==> config.mk <==
export PLATFORM = sky130hd
export DESIGN_NAME = pmac_top
export DESIGN_NICKNAME = d
export VERILOG_FILES = /design/src/pmac_smooth.v /design/src/pmac_top.v
export VERILOG_INCLUDE_DIRS = /design/src
export SDC_FILE = /design/constraint.sdc
export NUM_CORES = 2
export LEC_CHECK = 0
export BUFFER_PORTS_ARGS = -buffer_cell sky130_fd_sc_hd__buf_2
export CAP_MARGIN = 20
export CORE_AREA = 8 8 451 453
export CTS_CLUSTER_SIZE = 28
export DETAILED_ROUTE_END_ITERATION = 10
export DIE_AREA = 0 0 459 461
export PLACE_DENSITY = 0.71
export SKIP_CTS_REPAIR_TIMING = 1
export SLEW_MARGIN = 10
export SYNTH_ARGS = -nofsm -noshare
export SYNTH_HDL_FRONTEND = slang
export SYNTH_SLANG_ARGS = --single-unit
==> constraint.sdc <==
create_clock -name clk -period 57.3 [get_ports clk]
set_input_delay 2.865 -clock clk [delete_from_list [all_inputs] [get_ports clk]]
set_output_delay 2.865 -clock clk [all_outputs]
set_load 0.005 [all_outputs]
==> src/pmac_regs.vh <==
// Register offsets, field positions, reset values and timing for the block.
`ifndef PMAC_REGS_VH
`define PMAC_REGS_VH
// Word offsets on the Avalon-MM slave.
`define PMAC_A_CTRL    4'h0
`define PMAC_A_MEAS    4'h1
`define PMAC_A_WAIT    4'h2
`define PMAC_A_THR     4'h3
`define PMAC_A_TEMP    4'h4
`define PMAC_A_STAT    4'h5
`define PMAC_A_RES     4'h6
// Control and temperature register fields.
`define PMAC_MODE      1:0
`define PMAC_ATYPE     3:2
`define PMAC_LATCH     4
`define PMAC_AOSEL     7:5
`define PMAC_STD       9:8
`define PMAC_TTHR      7:0
`define PMAC_FILT      15:8
// Reset values.
`define PMAC_CTRL_RST  10'h000
`define PMAC_MEAS_RST  16'h003C
`define PMAC_WAIT_RST  16'h00F0
`define PMAC_FILT_RST  8'h02
// Control modes, alarm types, analog selections, standards.
`define PMAC_M_TIME    2'h0
`define PMAC_M_EXT     2'h1
`define PMAC_M_KEY     2'h2
`define PMAC_M_AUTO    2'h3
`define PMAC_T_STD     2'h0
`define PMAC_T_FILT    2'h1
`define PMAC_T_TEMP    2'h2
`define PMAC_O_SEQ     3'h4
`define PMAC_O_SEQ2    3'h5
`define PMAC_O_NAS     3'h6
`define PMAC_O_GOST    3'h7
`define PMAC_S_NAS     2'h2
// Timing in seconds and the clock rate.
`define PMAC_CLK_HZ    50000000
`define PMAC_ADJ_S     16'h0003
`define PMAC_FIRST_S   16'h003C
`define PMAC_AMIN_S    16'h002D
`define PMAC_AMAX_S    16'h012C
`define PMAC_SEQS_S    16'h0002
`define PMAC_SEQF_S    16'h0002
`define PMAC_SEQP_S    16'h0004
// Loop current levels in microamps, and the highest ISO class.
`define PMAC_UA_4      16'h0FA0
`define PMAC_UA_SPAN   32'h00003E80
`define PMAC_ISO_MAX   8'h1A
`define PMAC_UA_19     16'h4A38
`define PMAC_UA_STEP   16'h07D0
`define PMAC_UA_5      16'h1388
`define PMAC_UA_1      16'h03E8
`define PMAC_UA_HALF   16'h01F4
`define PMAC_UA_20     16'h4E20
`endif

==> src/pmac_smooth.v <==
// Alarm smoothing filter for the four size-class values.
`timescale 1ns/1ps
`default_nettype none
module pmac_smooth (
  input  wire        clk,
  input  wire        reset,
  input  wire        upd,
  input  wire        bypass,
  input  wire [7:0]  fk,
  input  wire [31:0] x,
  output reg  [31:0] s_int
);
  reg [63:0] s_r;
  reg        seeded_r;
  integer    i;

  // One filter step in 8.8 fixed point; split by sign to stay unsigned.
  function [15:0] step;
    input [15:0] s;
    input [7:0]  xv;
    input [7:0]  k;
    reg   [15:0] xs;
    begin
      xs = {xv, 8'h00};
      if (xs >= s)
        step = s + (xs - s) / {8'h00, k};
      else
        step = s - (s - xs) / {8'h00, k};
    end
  endfunction

  // Integer part of one filter step, which is all the alarm compare needs.
  function [7:0] step_int;
    input [15:0] s;
    input [7:0]  xv;
    input [7:0]  k;
    reg   [15:0] t;
    begin
      t        = step(s, xv, k);
      step_int = t[15:8];
    end
  endfunction

  // A factor of one, a bypass condition or the first sample loads directly.
  always @(posedge clk) begin
    if (reset) begin
      s_r      <= 64'h0;
      seeded_r <= 1'b0;
      s_int    <= 32'h0;
    end else if (upd) begin
      seeded_r <= 1'b1;
      for (i = 0; i < 4; i = i + 1) begin
        if (bypass || fk <= 8'h01 || !seeded_r) begin
          s_r[i*16 +: 16]  <= {x[i*8 +: 8], 8'h00};
          s_int[i*8 +: 8]  <= x[i*8 +: 8];
        end else begin
          s_r[i*16 +: 16]  <= step(s_r[i*16 +: 16], x[i*8 +: 8], fk);
          s_int[i*8 +: 8]  <= step_int(s_r[i*16 +: 16], x[i*8 +: 8], fk);
        end
      end
    end
  end
endmodule
`default_nettype wire

==> src/pmac_top.v <==
// Measurement scheduling, alarm evaluation and loop current output.
// What this block does
// Frame eight encodes three alarm flags
// Start measuring at power-up, result after minute
// Timed mode: measure, wait, repeat
// Laser adjustment precedes every measurement
// External mode: start on input release
// External mode: stop when input grounded
// Key mode: each press toggles measurement
// Auto mode: earliest end 45 s, count reached
// Auto mode: end at 300 s, unsecured
// Standard alarm: any class above threshold
// Filter alarm: all enabled classes below
// Temperature alarm above threshold, zero disables
// Zero threshold excludes class; all zero none
// All measured values zero holds alarm; the code holds it only for standard and filter types
// Standard and filter share thresholds
// Alarm auto-clears or latches until acknowledged
// Alarm uses smoothed values, factor 1..255
// Smoothing bypassed on zero flow or class
// Single class output linear, 4..20 mA
// Sequential output sends all classes
// Extended sequence adds flag frames
// NAS or GOST selection forces that standard
// Sequence: start, classes, then pause
// Sequential output only for ISO and SAE
// Sequence timings are configurable constants
// Alarm bit updates at measurement end
//
// Added by the designer: the address map and the Avalon-MM interface to the registers.
`timescale 1ns/1ps
`default_nettype none
`include "pmac_regs.vh"
module pmac_top #(
  parameter SEC_CYC = `PMAC_CLK_HZ
) (
  input  wire        clk,
  input  wire        reset,
  input  wire [3:0]  avs_address,
  input  wire        avs_read,
  input  wire        avs_write,
  input  wire [31:0] avs_writedata,
  output reg  [31:0] avs_readdata,
  output reg         avs_waitrequest,
  input  wire        ctl_in,
  input  wire        key_meas,
  input  wire        key_ack,
  input  wire [31:0] class_val,
  input  wire [7:0]  nas_class,
  input  wire [7:0]  gost_class,
  input  wire [7:0]  temp_val,
  input  wire        flow_zero,
  input  wire        count_ok,
  input  wire [2:0]  flags6,
  input  wire [2:0]  flags7,
  input  wire        rise_flag,
  output reg         meas_on,
  output reg         laser_adj,
  output reg         result_stb,
  output reg         result_unsec,
  output reg         alarm_out,
  output reg  [15:0] iout_ua
);
  localparam S_IDLE = 2'h0;
  localparam S_ADJ  = 2'h1;
  localparam S_MEAS = 2'h2;
  localparam S_WAIT = 2'h3;
  localparam P_START = 4'h0;
  localparam P_PAUSE = 4'h8;

  reg [9:0]  ctrl_r;
  reg [15:0] meas_r;
  reg [15:0] wait_r;
  reg [31:0] thr_r;
  reg [7:0]  tthr_r;
  reg [7:0]  filt_r;
  reg [31:0] div_r;
  reg        tick_r;
  reg [1:0]  st_r;
  reg [1:0]  st_nxt;
  reg [15:0] sec_r;
  reg        first_r;
  reg        ctl_prev_r;
  reg        done_nxt;
  reg        unsec_nxt;
  reg        eval_r;
  reg [31:0] res_r;
  reg [3:0]  ph_r;
  reg [15:0] psec_r;
  reg [15:0] lvl_nxt;
  reg        cond;
  reg        std_c;
  reg        filt_c;
  reg        any_en;
  integer    i;
  wire [31:0] sm_int;
  wire [1:0]  mode  = ctrl_r[`PMAC_MODE];
  wire [1:0]  atype = ctrl_r[`PMAC_ATYPE];
  wire [2:0]  aosel = ctrl_r[`PMAC_AOSEL];
  wire        ctl_gnd = !ctl_in;

  // Word-per-class current for ISO or SAE ordinal numbers, capped at 26.
  function [15:0] iso_ua;
    input [7:0] c;
    reg   [7:0] k;
    reg   [31:0] t;
    begin
      k = (c > `PMAC_ISO_MAX) ? `PMAC_ISO_MAX : c;
      t = {24'h0, k} * `PMAC_UA_SPAN / {24'h0, `PMAC_ISO_MAX};
      iso_ua = `PMAC_UA_4 + t[15:0];
    end
  endfunction

  // Flag frame: 19 mA with no flag down to 5 mA with all three set.
  function [15:0] flag_ua;
    input [2:0] v;
    reg   [15:0] t;
    begin
      t = {13'h0, v} * `PMAC_UA_STEP;
      flag_ua = `PMAC_UA_19 - t;
    end
  endfunction

  // Seconds tick; the divider is a parameter so simulation can shorten it.
  always @(posedge clk) begin
    if (reset) begin
      div_r  <= 32'h0;
      tick_r <= 1'b0;
    end else if (div_r == SEC_CYC - 1) begin
      div_r  <= 32'h0;
      tick_r <= 1'b1;
    end else begin
      div_r  <= div_r + 32'h1;
      tick_r <= 1'b0;
    end
  end

  // Avalon slave: waitrequest drops for one cycle, readdata is set on the same edge.
  always @(posedge clk) begin
    if (reset) begin
      avs_waitrequest <= 1'b1;
      avs_readdata    <= 32'h0;
      ctrl_r          <= `PMAC_CTRL_RST;
      meas_r          <= `PMAC_MEAS_RST;
      wait_r          <= `PMAC_WAIT_RST;
      thr_r           <= 32'h0;
      tthr_r          <= 8'h00;
      filt_r          <= `PMAC_FILT_RST;
    end else if (avs_waitrequest && (avs_read || avs_write)) begin
      avs_waitrequest <= 1'b0;
      case (avs_address)
        `PMAC_A_CTRL: avs_readdata <= {22'h0, ctrl_r};
        `PMAC_A_MEAS: avs_readdata <= {16'h0, meas_r};
        `PMAC_A_WAIT: avs_readdata <= {16'h0, wait_r};
        `PMAC_A_THR:  avs_readdata <= thr_r;
        `PMAC_A_TEMP: avs_readdata <= {16'h0, filt_r, tthr_r};
        `PMAC_A_STAT: avs_readdata <= {20'h0, ph_r, 2'h0, result_unsec,
                                       alarm_out, first_r, 1'b0, st_r};
        `PMAC_A_RES:  avs_readdata <= res_r;
        default:      avs_readdata <= 32'h0;
      endcase
    end else begin
      avs_waitrequest <= 1'b1;
      if (!avs_waitrequest && avs_write) begin
        case (avs_address)
          `PMAC_A_CTRL: ctrl_r <= avs_writedata[9:0];
          `PMAC_A_MEAS: meas_r <= avs_writedata[15:0];
          `PMAC_A_WAIT: wait_r <= avs_writedata[15:0];
          `PMAC_A_THR:  thr_r  <= avs_writedata;
          `PMAC_A_TEMP: begin
            tthr_r <= avs_writedata[`PMAC_TTHR];
            filt_r <= avs_writedata[`PMAC_FILT];
          end
          default: ;
        endcase
      end
    end
  end

  // Next measurement state; the power-up run has a fixed one-minute length.
  always @* begin
    st_nxt    = st_r;
    done_nxt  = 1'b0;
    unsec_nxt = 1'b0;
    case (st_r)
      S_IDLE: begin
        if (mode == `PMAC_M_EXT && !ctl_prev_r && ctl_in)
          st_nxt = S_ADJ;
        else if (mode == `PMAC_M_KEY && key_meas)
          st_nxt = S_ADJ;
        else if (mode == `PMAC_M_TIME || mode == `PMAC_M_AUTO)
          st_nxt = S_ADJ;
      end
      S_ADJ: begin
        if (!first_r && mode == `PMAC_M_EXT && ctl_gnd)
          st_nxt = S_IDLE;
        else if (!first_r && mode == `PMAC_M_KEY && key_meas)
          st_nxt = S_IDLE;
        else if (sec_r >= `PMAC_ADJ_S)
          st_nxt = S_MEAS;
      end
      S_MEAS: begin
        if (first_r)
          done_nxt = (sec_r >= `PMAC_FIRST_S - `PMAC_ADJ_S);
        else begin
          case (mode)
            `PMAC_M_TIME: done_nxt = (sec_r >= meas_r);
            `PMAC_M_EXT:  done_nxt = ctl_gnd;
            `PMAC_M_KEY:  done_nxt = key_meas;
            default: begin
              done_nxt  = (sec_r >= `PMAC_AMIN_S && count_ok) ||
                          (sec_r >= `PMAC_AMAX_S);
              unsec_nxt = !count_ok;
            end
          endcase
        end
        if (done_nxt)
          st_nxt = (mode == `PMAC_M_TIME) ? S_WAIT : S_IDLE;
      end
      default: begin
        if (mode != `PMAC_M_TIME)
          st_nxt = S_IDLE;
        else if (sec_r >= wait_r)
          st_nxt = S_ADJ;
      end
    endcase
  end

  // State, seconds in state and the published result.
  always @(posedge clk) begin
    if (reset) begin
      st_r         <= S_ADJ;
      first_r      <= 1'b1;
      sec_r        <= 16'h0;
      ctl_prev_r   <= 1'b1;
      meas_on      <= 1'b0;
      laser_adj    <= 1'b0;
      result_stb   <= 1'b0;
      result_unsec <= 1'b0;
      res_r        <= 32'h0;
      eval_r       <= 1'b0;
    end else begin
      ctl_prev_r <= ctl_in;
      st_r       <= st_nxt;
      if (st_nxt != st_r)
        sec_r <= 16'h0;
      else if (tick_r)
        sec_r <= sec_r + 16'h1;
      meas_on    <= (st_nxt == S_ADJ) || (st_nxt == S_MEAS);
      laser_adj  <= (st_nxt == S_ADJ);
      result_stb <= done_nxt;
      eval_r     <= done_nxt;
      if (done_nxt) begin
        first_r      <= 1'b0;
        res_r        <= class_val;
        result_unsec <= unsec_nxt;
      end
    end
  end

  // Smoothed copies feed only the alarm; published values stay raw.
  pmac_smooth u_smooth (
    .clk    (clk),
    .reset  (reset),
    .upd    (done_nxt),
    .bypass (flow_zero || class_val[7:0] == 8'h00),
    .fk     (filt_r),
    .x      (class_val),
    .s_int  (sm_int)
  );

  // Class conditions against the shared thresholds, temperature against its own.
  always @* begin
    std_c  = 1'b0;
    filt_c = 1'b1;
    any_en = 1'b0;
    for (i = 0; i < 4; i = i + 1) begin
      if (thr_r[i*8 +: 8] != 8'h00) begin
        any_en = 1'b1;
        if (sm_int[i*8 +: 8] > thr_r[i*8 +: 8])
          std_c = 1'b1;
        if (!(sm_int[i*8 +: 8] < thr_r[i*8 +: 8]))
          filt_c = 1'b0;
      end
    end
    case (atype)
      `PMAC_T_STD:  cond = std_c;
      `PMAC_T_FILT: cond = any_en && filt_c;
      `PMAC_T_TEMP: cond = (tthr_r != 8'h00) && (temp_val > tthr_r);
      default:      cond = 1'b0;
    endcase
  end

  // Alarm bit: set at a measurement end wins over an acknowledge.
  always @(posedge clk) begin
    if (reset)
      alarm_out <= 1'b0;
    else if (eval_r && !(atype != `PMAC_T_TEMP && res_r == 32'h0)) begin
      if (ctrl_r[`PMAC_LATCH])
        alarm_out <= alarm_out || cond || 1'b0;
      else
        alarm_out <= cond;
    end else if (key_ack && ctrl_r[`PMAC_LATCH])
      alarm_out <= 1'b0;
  end

  // Sequence phases: start, classes, optional flag frames, pause.
  always @(posedge clk) begin
    if (reset) begin
      ph_r   <= P_START;
      psec_r <= 16'h0;
    end else if (aosel != `PMAC_O_SEQ && aosel != `PMAC_O_SEQ2) begin
      ph_r   <= P_START;
      psec_r <= 16'h0;
    end else if (tick_r) begin
      psec_r <= psec_r + 16'h1;
      if ((ph_r == P_START && psec_r + 16'h1 >= `PMAC_SEQS_S) ||
          (ph_r == P_PAUSE && psec_r + 16'h1 >= `PMAC_SEQP_S) ||
          (ph_r != P_START && ph_r != P_PAUSE &&
           psec_r + 16'h1 >= `PMAC_SEQF_S)) begin
        psec_r <= 16'h0;
        if (ph_r == P_PAUSE)
          ph_r <= P_START;
        else if (ph_r == 4'h4 && aosel == `PMAC_O_SEQ)
          ph_r <= P_PAUSE;
        else if (ph_r == 4'h7)
          ph_r <= P_PAUSE;
        else
          ph_r <= ph_r + 4'h1;
      end
    end
  end

  // Loop current for the chosen output; sequences need ISO or SAE.
  always @* begin
    lvl_nxt = iso_ua(res_r[7:0]);
    if (aosel < `PMAC_O_SEQ)
      lvl_nxt = iso_ua(res_r[aosel[1:0]*8 +: 8]);
    else if (aosel == `PMAC_O_NAS)
      lvl_nxt = (nas_class == 8'h00) ? `PMAC_UA_4 :
                `PMAC_UA_5 + {8'h00, nas_class} * `PMAC_UA_1;
    else if (aosel == `PMAC_O_GOST)
      lvl_nxt = (gost_class == 8'h00) ? `PMAC_UA_4 :
                ({8'h00, gost_class} + 16'h0009) * `PMAC_UA_HALF;
    else if (ctrl_r[9])
      lvl_nxt = iso_ua(res_r[7:0]);
    else begin
      case (ph_r)
        P_START: lvl_nxt = `PMAC_UA_20;
        4'h1:    lvl_nxt = iso_ua(res_r[7:0]);
        4'h2:    lvl_nxt = iso_ua(res_r[15:8]);
        4'h3:    lvl_nxt = iso_ua(res_r[23:16]);
        4'h4:    lvl_nxt = iso_ua(res_r[31:24]);
        4'h5:    lvl_nxt = flag_ua(flags6);
        4'h6:    lvl_nxt = flag_ua(flags7);
        4'h7:    lvl_nxt = flag_ua({alarm_out && atype != `PMAC_T_TEMP,
                                    alarm_out && atype == `PMAC_T_TEMP,
                                    rise_flag});
        default: lvl_nxt = `PMAC_UA_4;
      endcase
    end
  end

  // The current code is registered so the converter sees clean steps.
  always @(posedge clk) begin
    if (reset)
      iout_ua <= `PMAC_UA_4;
    else
      iout_ua <= lvl_nxt;
  end
endmodule
`default_nettype wire

# == After elaboration in Yosys (flattened, before gate mapping) ==
# Index checks and enable logic that the tools add are counted.
# word_totals
ff_bits,346
inputBits,108
word_cells,281
# classes
n_addsub,30
n_mul,10
div,13
n_lt_le_gt_ge,28
n_eq_ne,32
n_shift,1
muxes,73
n_bitwise,1
reduce_logical,67
# ops
cell,count
$mux W16,15
$pmux W32 S7,1
$sub A16 B16 Y16,12
$div A22 B5 Y32 const B,5
$div A16 B8 Y16,8
$pmux W16 S8,1
$ge A16 B16 Y1,6
$add A12 B16 Y16 const A,5
$mul A8 B7 Y15 const B,5
$mux W8,9
$add A16 B16 Y16,4
$sub A15 B14 Y16 const A,3
$gt A8 B5 Y1 const B,5
$gt A8 B8 Y1,5
$reduce_bool A8 Y1,5
$add A16 B1 Y16 const B,2
$add A32 B1 Y32 const B,1
$eq A32 B26 Y1 const B,1
$ge A16 B2 Y1 const B,2
$ge A16 B6 Y1 const B,2
$logic_not A32 Y1,1
$lt A8 B8 Y1,4
$shiftx A32 B6 Y8,1
$mux W1,31
other kinds (38),121

# == Logic depth before layout (Yosys ltp) ==
# logic_depth
depth_word,14
ltp_mapped,204
mapped_depth_nobuf,193

# == By module ==
# A second synthesis with hierarchy kept.
# unflattened
cells_unflattened,13792
area_unflattened_um2,98892.3
# by_module_without_submodules
module,n_inst,cells_per_inst,area_each_um2,seq_area_each_um2
pmac_top,1,6873,49882.8,4984.8
pmac_smooth,1,6919,49009.5,1301.2

# == Worst setup path after synthesis ==
# OpenSTA, ideal clock, no wires.
# synth_timing
path_kind,input port to flip-flop
startpoint,input port class_val[25]
endpoint,register u_smooth.s_r[63]
t_arrival_ps,39756
required_time_ps,57172
path_slack_ps,17416
cell_stages,192
cell_sequence,inv_1 -> ha_1 -> nor2b_1 -> o21ai_0 -> a21o_1 -> and4_1 -> nor2_1 -> ha_1 -> nand2_1 -> and2_1 -> ha_1 -> o21a_1 -> o21ai_1 -> nor2_1 -> a21o_1 -> ha_1 -> o21a_1 -> o21a_1 -> [156 not listed] -> a21o_1 -> a21o_1 -> a21oi_1 -> o21bai_1 -> a21oi_1 -> o21bai_1 -> a21oi_1 -> o21bai_1 -> a21oi_1 -> o21bai_1 -> a21oi_1 -> o21bai_1 -> a21oi_1 -> xnor2_1 -> xnor2_1 -> o21ai_0 -> o21ai_0 -> nor2_1
# synth_between
elab_chain_len,5
word_cells_on_any_way,9
classes_between,4 x add/sub; 2 x div; 1 x order compare; 2 x mux
# synth_rtl
element,line_no,rtl
from (decl),pmac_top.v:48,"input wire [31:0] class_val,"
"$sub A16 B16 Y16, on equally long branches","pmac_smooth.v:28, pmac_smooth.v:26",
"$div A16 B8 Y16, on equally long branches","pmac_smooth.v:28, pmac_smooth.v:26",
$sub A16 B16 Y16 / $add A16 B16 Y16 (equally long branches),"pmac_smooth.v:28, pmac_smooth.v:26",
$mux W16 *,pmac_smooth.v:25,if (xs >= s)
$mux W16 *,pmac_smooth.v:53,if (bypass || fk <= 8'h01 || !seeded_r) begin
"to (signal, indexed assignment)",pmac_smooth.v:54,"s_r[i*16 +: 16] <= {x[i*8 +: 8], 8'h00};"
"to (signal, indexed assignment)",pmac_smooth.v:57,"s_r[i*16 +: 16] <= step(s_r[i*16 +: 16], x[i*8 +: 8], fk);"
to (decl),pmac_smooth.v:13,reg [63:0] s_r;
# Every way passes the cells marked *; elsewhere a longest branch is shown, timed or not.
# A chain may end at the register's enable or synchronous reset.

# == Worst setup path after layout ==
# Ends and elaborated chain as after synthesis.

==> impl_metrics.tcl <==
set metrics [dict create \
    cts_root_buf "clkbuf_16" \
    criticalPathCategory "in2reg" \
    viasPerCell 6.24 \
    portBuffers 161 \
    hold_path.class "reg2reg" \
    area_growth_syn_to_layout_pct 5.75 \
    grt_setup_unrepaired "false" \
    setup_viol 0 \
    start_util 0.468 \
    nets 14300 \
    yosys.cell_types.count 152 \
    die_area_um2 212000 \
    skew_ns 0.0322 \
    crit_path_end_kind "flop" \
    synth_warnings 0 \
    grt_pass1_wl_um 450000 \
    drcViolationCount 0 \
    layout.area.seq_um2 6290 \
    final_util 0.495 \
    path_common_cell "o21a_1" \
    post-place-ws_ns 14.27 \
    yosysSeqAreaShare 0.0685 \
    cap_viol_max_count 0 \
    routedWlPerCell_um 18.3 \
    rows 163 \
    num_io_pins 162 \
    multi_input_area_um2 81400 \
    fin_cells 15400 \
    hold_viol 0 \
    place_hpwl_um 223000 \
    fillers 19800 \
    worst_pin_slew_ns 1.13 \
    syn_area_per_cell_um2 7.19 \
    synth_top_area_frac 0.183 \
    grt_use_total 0.249 \
    setup_slack_ns 14.81 \
    ant_nets 0 \
    netlist_instances 12800 \
    drt_iter0_markers 8617 \
    ys.flop_type "dfxtp_1" \
    max_freq_mhz 23.5 \
    clock_latency_ns 0.66 \
    synth-edff-count 0 \
    async_reset_ff_frac 0 \
    core_area_um2 196000 \
    grt_pass1_vias 86800 \
    post-route-period-util 0.742 \
    dr_total_vias 96200 \
    min_period_ns 42.49 \
    routabilityCongestion 0.956 \
    drt_pass1_iterations 8 \
    synth.cell_area_um2 91800 \
    cts_tree "done" \
    gr-total-overflow 0 \
    yosysTopAreaCell "ha_1" \
    slowest_delay_ns 0.80 \
    required_ns 57.79 \
    yosys_register_bits 314 \
    grt_max_degree 107 \
    cts-buffers-inserted 44 \
    cts_sinks 314 \
    path_delay_family "compound AO/OA/AOI/OAI gates" \
    grt_antenna_before_repair 25 \
    status "completed" \
    path_max_fanout 22 \
    critPathArrivalTime_ns 42.98 \
    startpoint_type "primary input" \
    die_h_um 461 \
    dp.cells 15300 \
    synth.area.top_cells "ha_1 (18%), dfxtp_1 (6.9%), o21a_1 (5.4%)" \
    clock_path_buffers 3 \
    crit_slowest_cell "o21ai_1" \
    setup-tns-final_ns 0 \
    cts.clk_slew.worst_paths_ns 0.07 \
    chipWidth_um 459 \
    final_layout_size_suffix_gt1_frac 0.0663 \
    worst-path-buf-inv 9 \
    htreeDepth 2 \
    max-slew-margin-rel 0.244 \
    report.final.slew_viol_count 0 \
    routed_wl_um 282000 \
]
## cells in the mapped netlist, drive strengths merged (126+ instances only)
cell type,instances
nand2,1209
xnor2,418
o21a,658
fa,172
dfxtp,314
clkbuf,372
mux2i,163
inv,685
nor3,829
a211oi,168
nand2b,164
nor2,1065
a21o,243
a21oi,870
nand4,175
nor4,126
nand3,315
o21ai,657
o31ai,332
mux2,184
xor2,185
ha,1340
and2,146
o211ai,137
## sequential cells by signal, indices dropped and copies added, names as in the netlist, 8 cells and up
signal / flops
avs_readdata: 32
ctrl_r: 10
div_r: 32
filt_r: 8
iout_ua: 16
meas_r: 16
psec_r: 16
res_r: 32
sec_r: 16
thr_r: 32
tthr_r: 8
u_smooth.s_r: 64
wait_r: 16
## worst min-delay path, cell delays in order (launching register included)
cell and delay [ns]:
dfxtp_1 0.31, nand2_1 0.05, a21oi_1 0.05
## metrics by stage
stage,instance area [µm²],hold WS (ns)
2_1_floorplan,92100,0.430
3_3_place_gp,95400,0.443
3_5_place_dp,95400,0.448
4_1_cts,96900,0.456
5_1_grt,97000,0.470
6_report,97000,0.459
## area by class of cell
type                            count  area share
Antenna cell                       24    0.000619
Sequential cell                   314      0.0648
Clock inverter                     26     0.00322
Inverter                          691      0.0271
Multi-Input combinational cell  11400       0.839
Timing Repair Buffer              292      0.0187
Tap cell                         2640      0.0340
Clock buffer                       55      0.0123
## placed cells by master (no fill, tap or decap), types with 172 or more instances in the layout
master,synthesis,final
ha_1,1340,1340
nand2_1,1207,1206
nor2_1,1059,1057
a21oi_1,857,854
nor3_1,825,820
inv_1,677,669
o21a_1,657,657
o21ai_0,583,583
xnor2_1,417,417
o31ai_1,330,329
nand3_1,313,313
dfxtp_1,314,313
a21o_1,243,243
xor2_1,183,183
mux2_2,179,179
nand4_1,172,172
fa_1,172,172
## per-layer routing
metal	track usage	share of wire
met1	0.316	0.43
met2	0.426	0.46
met3	0.0302	0.062
met4	0.106	0.050
met5	0	0.000028
## final timing paths
check                start          endpoint  slack (ns)  cells past startpoint
max          class_val[25]  u_smooth.s_r[63]       14.81                    188
min             meas_r[13]        meas_r[13]        0.46                      2
max reg2reg      filt_r[5]  u_smooth.s_r[63]       16.55                    185
min reg2reg     meas_r[13]        meas_r[13]        0.46                      2
## kinds of logic (layout without fill, tap and decap cells)
logic type,after synthesis,count (layout),synth area share
AO/OA/AOI/OAI,4174,4174,0.316
XOR/XNOR,604,604,0.0582
adder cells (fa/ha/maj),1523,1523,0.221
buffers and inverters,1159,1064,0.0496
flip-flops,314,314,0.0685
multiplexers,356,356,0.0429
other,2,124,0.0000818
AND/OR/NAND/NOR,4627,4627,0.243
Power is not shown: default switching activity piles up to over one toggle a cycle in this logic, so the estimate is an artifact.
